**src/design/sram_host_pkg.sv**
```systemverilog
// Constants and timing helpers for the asynchronous SRAM host controller
package sram_host_pkg;

  // Geometry of the attached memory
  localparam int ADDR_WIDTH = 18;
  localparam int DATA_WIDTH = 16;
  localparam int LANE_COUNT = 2;

  // Controller clock period in picoseconds (25 MHz)
  localparam int CLK_PERIOD_PS = 40_000;

  // Read timing of the device, picoseconds
  localparam int ADDRESS_TO_DATA_DELAY_PS = 20_000; // address to valid data, max
  localparam int SELECT_TO_DATA_DELAY_PS  = 20_000; // select to valid data, max
  localparam int LANE_TO_DATA_DELAY_PS    = 8_000;  // lane strobe to valid data, max
  localparam int OUTPUT_FLOAT_DELAY_PS    = 8_000;  // select/enable/lane rise to float, max
  localparam int DATA_HOLD_AFTER_ADDRESS_PS = 2_500; // old data kept after address change, min

  // Write timing of the device, picoseconds
  localparam int WRITE_CYCLE_MIN_PS        = 20_000;
  localparam int ADDRESS_VALID_TO_WRITE_END_PS = 12_000;
  localparam int WRITE_PULSE_MIN_PS        = 12_000;
  localparam int WRITE_PULSE_MIN_OUTPUTS_ON_PS = 17_000;
  localparam int WRITE_DATA_SETUP_PS       = 9_000;
  localparam int WRITE_DATA_HOLD_PS        = 0;
  localparam int WRITE_TURNOFF_DELAY_PS    = 9_000;
  localparam int WRITE_END_TURNON_DELAY_PS = 3_000;

  // Least time rounded up to whole cycles, never below one
  function automatic int cycles_min(input int ps);
    int c;
    c = (ps + CLK_PERIOD_PS - 1) / CLK_PERIOD_PS;
    return (c < 1) ? 1 : c;
  endfunction

  // Longest time rounded down to whole cycles, never below one
  function automatic int cycles_max(input int ps);
    int c;
    c = ps / CLK_PERIOD_PS;
    return (c < 1) ? 1 : c;
  endfunction

  // Larger of two counts
  function automatic int max_int(input int a, input int b);
    return (a > b) ? a : b;
  endfunction

  // Input synchroniser depth on the data pins
  localparam int SYNC_STAGES = 2;

  // Derived cycle counts
  localparam int READ_ACCESS_CYC = max_int(cycles_min(ADDRESS_TO_DATA_DELAY_PS),
                                           max_int(cycles_min(SELECT_TO_DATA_DELAY_PS),
                                                   cycles_min(LANE_TO_DATA_DELAY_PS)));
  localparam int READ_WAIT_CYC   = READ_ACCESS_CYC + SYNC_STAGES;
  localparam int RELEASE_CYC     = max_int(cycles_max(OUTPUT_FLOAT_DELAY_PS),
                                           cycles_min(WRITE_END_TURNON_DELAY_PS));
  localparam int TURNOFF_CYC     = cycles_max(WRITE_TURNOFF_DELAY_PS);
  localparam int SETUP_CYC       = cycles_min(WRITE_DATA_SETUP_PS);
  localparam int PULSE_CYC       = max_int(cycles_min(WRITE_PULSE_MIN_PS),
                                           cycles_min(ADDRESS_VALID_TO_WRITE_END_PS));
  localparam int WR_DATA_CYC     = max_int(SETUP_CYC, PULSE_CYC - TURNOFF_CYC);
  localparam int WR_LOW_CYC      = TURNOFF_CYC + WR_DATA_CYC;

  // Wait timer width, idle lane pin value and all-lanes request mask
  localparam int            TIMER_WIDTH = 4;
  localparam logic [1:0]    LANES_OFF   = 2'h3;
  localparam logic [1:0]    LANES_ALL   = 2'h3;

endpackage

```
**src/design/sram_host_ctrl.sv**
```systemverilog
// Host-side controller driving an asynchronous 16-bit SRAM with byte lanes
//
// Summary of operation
// - Array write happens only while select, a lane strobe and write strobe overlap.
// - All write strobes valid to start; any one going inactive ends the write.
// - Write data stable 9 ns before the ending edge; may change right after.
// - Write strobe low at least 12 ns, 17 ns if output enable stays low.
// - With outputs enabled, write cycle covers turn-off delay plus data setup.
// - Address valid 12 ns before write end; zero setup and hold around strobe.
// - Select and lane low 12 ns before write end; writes spaced 20 ns apart.
// - For enable-governed reads, address valid before or with select falling.
`timescale 1ns/10ps
`default_nettype none

module sram_host_ctrl
  import sram_host_pkg::*;
#(
  parameter int ADDR_W = ADDR_WIDTH,
  parameter int DATA_W = DATA_WIDTH
) (
  // Clock and reset
  input  wire logic              ref_clk_i,
  input  wire logic              reset_n_i,
  // User request side
  input  wire logic              req_i,
  input  wire logic              req_write_i,
  input  wire logic [ADDR_W-1:0] req_addr_i,
  input  wire logic [DATA_W-1:0] req_wdata_i,
  input  wire logic [1:0]        req_lane_en_i,
  output logic                   ready_o,
  output logic                   done_o,
  output logic [DATA_W-1:0]      rdata_o,
  // SRAM pins
  output logic [ADDR_W-1:0]      sram_addr_o,
  output logic                   device_select_n_o,
  output logic                   output_drive_enable_n_o,
  output logic                   write_strobe_n_o,
  output logic                   upper_lane_strobe_n_o,
  output logic                   lower_lane_strobe_n_o,
  output logic [DATA_W-1:0]      sram_data_o,
  output logic                   sram_data_oe_o,
  input  wire logic [DATA_W-1:0] sram_data_i
);

  typedef enum logic [2:0] {
    ST_IDLE, ST_RD, ST_WR_SETUP, ST_WR_TURNOFF, ST_WR_DATA, ST_WR_END, ST_RECOVER
  } state_e;

  state_e                state_r,   state_nxt;
  logic [ADDR_W-1:0]     addr_r,    addr_nxt;
  logic                  cs_n_r,    cs_n_nxt;
  logic                  oe_n_r,    oe_n_nxt;
  logic                  we_n_r,    we_n_nxt;
  logic [1:0]            lanes_n_r, lanes_n_nxt;
  logic [DATA_W-1:0]     wdata_r,   wdata_nxt;
  logic                  doe_r,     doe_nxt;
  logic [DATA_W-1:0]     rdata_r,   rdata_nxt;
  logic                  ready_r,   ready_nxt;
  logic                  done_r,    done_nxt;
  logic [DATA_W-1:0]     data_meta_r;
  logic [DATA_W-1:0]     data_sync_r;
  logic                  timer_load;
  logic [TIMER_WIDTH-1:0] timer_value;
  logic                  timer_last;

  // Span timer shared by the read, turn-off, write data and recovery waits
  sram_wait_timer #(
    .WIDTH        (TIMER_WIDTH)
  ) u_timer (
    .ref_clk_i    (ref_clk_i),
    .reset_n_i    (reset_n_i),
    .load_i       (timer_load),
    .load_value_i (timer_value),
    .last_o       (timer_last)
  );

  // Two-stage synchroniser on the data pins
  always_ff @(posedge ref_clk_i or negedge reset_n_i) begin
    if (!reset_n_i) begin
      data_meta_r <= '0;
      data_sync_r <= '0;
    end else begin
      data_meta_r <= sram_data_i;
      data_sync_r <= data_meta_r;
    end
  end

  // Sequencer next-state and pin next values
  always_comb begin
    state_nxt   = state_r;
    addr_nxt    = addr_r;
    cs_n_nxt    = cs_n_r;
    oe_n_nxt    = oe_n_r;
    we_n_nxt    = we_n_r;
    lanes_n_nxt = lanes_n_r;
    wdata_nxt   = wdata_r;
    doe_nxt     = doe_r;
    rdata_nxt   = rdata_r;
    done_nxt    = 1'b0;
    timer_load  = 1'b0;
    timer_value = '0;
    case (state_r)
      ST_IDLE: begin
        if (req_i && ready_r) begin
          // Address, select and lanes change on the same edge
          addr_nxt    = req_addr_i;
          cs_n_nxt    = 1'b0;
          lanes_n_nxt = (req_lane_en_i == 2'h0) ? ~LANES_ALL : ~req_lane_en_i;
          wdata_nxt   = req_wdata_i;
          if (req_write_i) begin
            state_nxt = ST_WR_SETUP; // output enable stays high for writes
          end else begin
            oe_n_nxt    = 1'b0;
            timer_load  = 1'b1;
            timer_value = TIMER_WIDTH'(READ_WAIT_CYC); // access plus sync
            state_nxt   = ST_RD;
          end
        end
      end
      ST_RD: begin
        if (timer_last) begin
          rdata_nxt   = data_sync_r; // held address gives settled data
          done_nxt    = 1'b1;
          cs_n_nxt    = 1'b1;
          oe_n_nxt    = 1'b1;
          lanes_n_nxt = LANES_OFF;
          timer_load  = 1'b1;
          timer_value = TIMER_WIDTH'(RELEASE_CYC); // float time before next access
          state_nxt   = ST_RECOVER;
        end
      end
      ST_WR_SETUP: begin
        // Select and lanes already low, write begins now
        we_n_nxt    = 1'b0;
        timer_load  = 1'b1;
        timer_value = TIMER_WIDTH'(TURNOFF_CYC); // device floats its outputs
        state_nxt   = ST_WR_TURNOFF;
      end
      ST_WR_TURNOFF: begin
        if (timer_last) begin
          doe_nxt     = 1'b1; // bus free, drive write data
          timer_load  = 1'b1;
          timer_value = TIMER_WIDTH'(WR_DATA_CYC); // data setup and pulse width
          state_nxt   = ST_WR_DATA;
        end
      end
      ST_WR_DATA: begin
        if (timer_last) begin
          we_n_nxt  = 1'b1; // write strobe alone ends the write
          state_nxt = ST_WR_END;
        end
      end
      ST_WR_END: begin
        // Data, address and select held one cycle past the end
        cs_n_nxt    = 1'b1;
        lanes_n_nxt = LANES_OFF;
        doe_nxt     = 1'b0;
        done_nxt    = 1'b1;
        timer_load  = 1'b1;
        timer_value = TIMER_WIDTH'(RELEASE_CYC); // gap between cycles
        state_nxt   = ST_RECOVER;
      end
      ST_RECOVER: begin
        if (timer_last) begin
          state_nxt = ST_IDLE;
        end
      end
      default: begin
        cs_n_nxt    = 1'b1;
        oe_n_nxt    = 1'b1;
        we_n_nxt    = 1'b1;
        lanes_n_nxt = LANES_OFF;
        doe_nxt     = 1'b0;
        state_nxt   = ST_IDLE;
      end
    endcase
    ready_nxt = (state_nxt == ST_IDLE);
  end

  // Sequencer registers
  always_ff @(posedge ref_clk_i or negedge reset_n_i) begin
    if (!reset_n_i) begin
      state_r   <= ST_IDLE;
      addr_r    <= '0;
      cs_n_r    <= 1'b1;
      oe_n_r    <= 1'b1;
      we_n_r    <= 1'b1;
      lanes_n_r <= LANES_OFF;
      wdata_r   <= '0;
      doe_r     <= 1'b0;
      rdata_r   <= '0;
      ready_r   <= 1'b0;
      done_r    <= 1'b0;
    end else begin
      state_r   <= state_nxt;
      addr_r    <= addr_nxt;
      cs_n_r    <= cs_n_nxt;
      oe_n_r    <= oe_n_nxt;
      we_n_r    <= we_n_nxt;
      lanes_n_r <= lanes_n_nxt;
      wdata_r   <= wdata_nxt;
      doe_r     <= doe_nxt;
      rdata_r   <= rdata_nxt;
      ready_r   <= ready_nxt;
      done_r    <= done_nxt;
    end
  end

  // Outputs straight from registers
  assign sram_addr_o             = addr_r;
  assign device_select_n_o       = cs_n_r;
  assign output_drive_enable_n_o = oe_n_r;
  assign write_strobe_n_o        = we_n_r;
  assign upper_lane_strobe_n_o   = lanes_n_r[1];
  assign lower_lane_strobe_n_o   = lanes_n_r[0];
  assign sram_data_o             = wdata_r;
  assign sram_data_oe_o          = doe_r;
  assign rdata_o                 = rdata_r;
  assign ready_o                 = ready_r;
  assign done_o                  = done_r;

  // Checking helpers: write-low cycle count and fixed delays
  localparam int RD_DONE_DLY = READ_WAIT_CYC;
  logic [TIMER_WIDTH-1:0] we_low_cnt_r;
  always_ff @(posedge ref_clk_i or negedge reset_n_i) begin
    if (!reset_n_i) begin
      we_low_cnt_r <= '0;
    end else if (!we_n_r) begin
      we_low_cnt_r <= we_low_cnt_r + TIMER_WIDTH'(1);
    end else begin
      we_low_cnt_r <= '0;
    end
  end
endmodule

`default_nettype wire

```
**src/design/sram_wait_timer.sv**
```systemverilog
// Down-counting wait timer for the SRAM host controller
`timescale 1ns/10ps
`default_nettype none

module sram_wait_timer
  import sram_host_pkg::*;
#(
  parameter int WIDTH = TIMER_WIDTH
) (
  // Clock and reset
  input  wire logic             ref_clk_i,
  input  wire logic             reset_n_i,
  // Control
  input  wire logic             load_i,
  input  wire logic [WIDTH-1:0] load_value_i,
  // Status
  output logic                  last_o
);

  logic [WIDTH-1:0] count_r;
  logic [WIDTH-1:0] count_nxt;

  // Reload or count down, stopping at one
  always_comb begin
    count_nxt = count_r;
    if (load_i) begin
      count_nxt = load_value_i;
    end else if (count_r > WIDTH'(1)) begin
      count_nxt = count_r - WIDTH'(1);
    end
  end

  // Counter register
  always_ff @(posedge ref_clk_i or negedge reset_n_i) begin
    if (!reset_n_i) begin
      count_r <= '0;
    end else begin
      count_r <= count_nxt;
    end
  end

  // Final cycle of the loaded span
  assign last_o = (count_r <= WIDTH'(1));

endmodule

`default_nettype wire

```
**config.mk**
```make
export PLATFORM = sky130hd
export DESIGN_NAME = sram_host_ctrl
export DESIGN_NICKNAME = d
export VERILOG_FILES = /design/src/design/sram_host_pkg.sv /design/src/design/sram_host_ctrl.sv /design/src/design/sram_wait_timer.sv
export SDC_FILE = /design/constraint.sdc
export NUM_CORES = 1
export LEC_CHECK = 0
export BUFFER_PORTS_ARGS = -buffer_cell sky130_fd_sc_hd__clkbuf_2
export CORE_ASPECT_RATIO = 1.4
export CORE_MARGIN = 4
export CORE_UTILIZATION = 25
export DETAILED_ROUTE_END_ITERATION = 8
export PLACE_DENSITY = 0.44
export SYNTH_ARGS = -nofsm -noshare
export SYNTH_HDL_FRONTEND = slang
export SYNTH_SLANG_ARGS = --single-unit
```
**constraint.sdc**
```tcl
create_clock -name ref_clk_i -period 2.5 [get_ports ref_clk_i]
set_input_delay 0.25 -clock ref_clk_i [delete_from_list [all_inputs] [get_ports ref_clk_i]]
set_output_delay 0.25 -clock ref_clk_i [all_outputs]
set_load 0.01 [all_outputs]
```
==> results.cfg <==
[synthesis]
ys_ff_latch = 97
synthTopCellsByArea = dfrtp_1, nand2_1, mux2_4
synth.largest_area_cell = dfrtp_1
yosysSeqAreaShare = 0.690
synth_top_cell_area_share = 0.653
yosysUniqueCellTypes = 35
postSynthNetCount = 352
syn-cell-area_sq_mm = 0.00352
postSynthCellCount = 294
postSynthAreaPerCell_sq_um = 12.0
synth_warnings = 0

[final_layout]
final_cell_area_sq_mm = 0.00472
area_growth_syn_to_layout_pct = 34.0
layout_common_cells = clkbuf_2, nand2_1, dfrtp_1
diodes = 0
nets = 481
final_cell_count_no_fill = 613
final_layout_size_suffix_gt1_frac = 0.367
fillers = 1456
final_common_cell = clkbuf_2

[placed_design]
io_buffers = 113
place_area_sq_mm = 0.00433
post-place-cells = 585
gp_congestion = 0.792
hpwl_mm = 5.78

[floorplan]
io_pins = 114
die_y_um = 148
die_width_um = 108
dieArea_sq_mm = 0.0161
placementRows = 51
start_util = 0.255
core_area_sq_mm = 0.0138

[setup_path]
crit_path_start_kind = flip-flop
cp_max_fo = 16
crit_end = rdata_o[10]
startpoint = u_timer.count_r[0]
ff2ff_setup_slack_ns = 0.46
r2r-end = rdata_o[10]
required_ns = 2.72
rr_startpoint = u_timer.count_r[0]
r2r_cells = 6
worstPathArrival_ns = 2.26
path_class = flip-flop to flip-flop
cp-end-kind = flip-flop

[power_and_ir_drop]
power_density_mw_per_mm2 = 1210
p_leak_nw = 2.43
max-vdd-ir-drop_v = 0.000365

[sta]
tns_ns = 0
relSlewSlack = 0.698
hold_ws_ns = 0.0213
hold_violations = 0
fin_worst_skew_ns = 0.00490
final-setup-viol-count = 0
max_freq_mhz = 490
period_needed_ns = 2.04
period_share = 0.816
slew_violations = 0
tightestPinTransition_ns = 0.453
rsz0062_at_grt = no

[grt]
grt_pass1_vias = 2677
grt_max_degree = 66
antenna_found_initial = 0
grt-ovfl-total = 0
grtUsageTotal = 0.108
grt_pass1_wl_mm = 13.4

[drt]
drt_wl_total_mm = 8.10
drc = 0
drtIter0Drc = 58
ant_nets = 0
wl_per_cell_um = 13.2
vias = 2533
via_per_inst = 4.13
first_pass_iters = 4

[clock_network]
ctsResizeCount = 0
cts_made_buffers = 9
htree_levels = 3
cts.sinks = 97
cts_tree = yes
clk_latency_ns = 0.34
clk_path_buf_depth = 2
clk_pin_slew_ns = 0.07
ctsRootBufferMaster = clkbuf_16

[min_path]
min_path_type = input pin to flip-flop

[run]
cap_viol_max_count = 0

[outcome]
status = finished, final reports clean
## routing by layer
layer	vias up	routed length [um]	track usage
met1	1224	3470	0.130
met2	79	3950	0.173
li1	1214	-	-
met5	-	0	0
met4	0	260	0.0676
met3	16	418	0.0226
## through the flow
stage	setup slack, ns	total power [mW]	util
2_1_floorplan	0.739	3.67	-
3_5_place_dp	0.452	4.49	0.312
4_1_cts	0.452	5.84	0.341
5_1_grt	0.345	6.15	0.341
3_3_place_gp	0.554	4.46	0.312
6_report	0.461	5.71	0.341
## cell families (layout without fill, tap and decap cells)
logic type	count (synthesis)	in the layout	synth area share
fa+ha+maj	3	3	0.00994
simple gates	134	134	0.161
mux	17	17	0.0646
compound gates	26	26	0.0525
buf+inv	17	151	0.0217
flops	97	97	0.690
## worst min-delay path by stage
stage,startpoint,end,cells after the start
floorplan,reset_n_i,data_meta_r[0],0
global placement,reset_n_i,sram_addr_o[0],1
detailed placement,reset_n_i,sram_data_o[9],1
CTS,sram_data_i[15],data_meta_r[15],1
global route,sram_data_i[7],data_meta_r[7],1
finish,sram_data_i[7],data_meta_r[7],1
## where the power goes
group | switching (mW) | internal [mW]
registers | 0.381 | 2.13
clock network | 0.574 | 0.704
logic | 1.02 | 0.908
## timing repair
action | in CTS | in global routing
endpoints found under the hold margin | 42 | 0
setup endpoints to repair | 0 | 0
hold buffers | 12 | 0
setup buffers | 0 | 0
## layout make-up
cell class	count	area, sq um	area share
Inverter	6	22.5	0.00477
Timing Repair Buffer	129	743	0.157
Multi-Input combinational cell	180	1010	0.215
Sequential cell	97	2430	0.515
Tap cell	185	231	0.0490
Clock inverter	4	30.0	0.00636
Clock buffer	12	246	0.0522
## critical path, cell delays in order, from the launching register on
cell	delay [ns]
dfrtp_1	0.44
inv_1	0.10
ha_1	0.22
nor2_2	0.08
nor3_4	0.34
nand3_4	0.34
mux2_4	0.39
## cell usage after synthesis
cell	n
o21ai_0	2
nand3b_1	1
a221oi_1	1
mux2_2	6
nand3_4	1
o21a_1	3
inv_1	6
a2bb2oi_1	3
nand3_1	2
o211ai_1	4
dfstp_2	5
ha_1	2
or3_1	1
a31oi_1	3
or4_1	1
nand2_1	109
nor2_2	1
o32a_1	1
nor2_1	6
o311a_1	1
o221a_2	1
nor3_4	1
o31ai_1	1
buf_2	4
clkbuf_1	6
nor3_1	4
nand2b_1	5
a21oi_1	6
mux2i_1	1
and3_1	1
maj3_1	1
mux2_4	10
dfrtp_1	92
buf_6	1
or2_2	1
## flip-flops by register name, summed over array words and instances (netlist names)
| name | flops |
|---|---|
| rdata_o | 16 |
| device_select_n_o | 1 |
| output_drive_enable_n_o | 1 |
| state_r | 3 |
| u_timer.count_r | 4 |
| data_meta_r | 16 |
| data_sync_r | 16 |
| ready_o | 1 |
| sram_addr_o | 18 |
| lanes_n_r | 2 |
| write_strobe_n_o | 1 |
| done_o | 1 |
| sram_data_o | 16 |
| sram_data_oe_o | 1 |
Power figures use the tool's default switching activity.
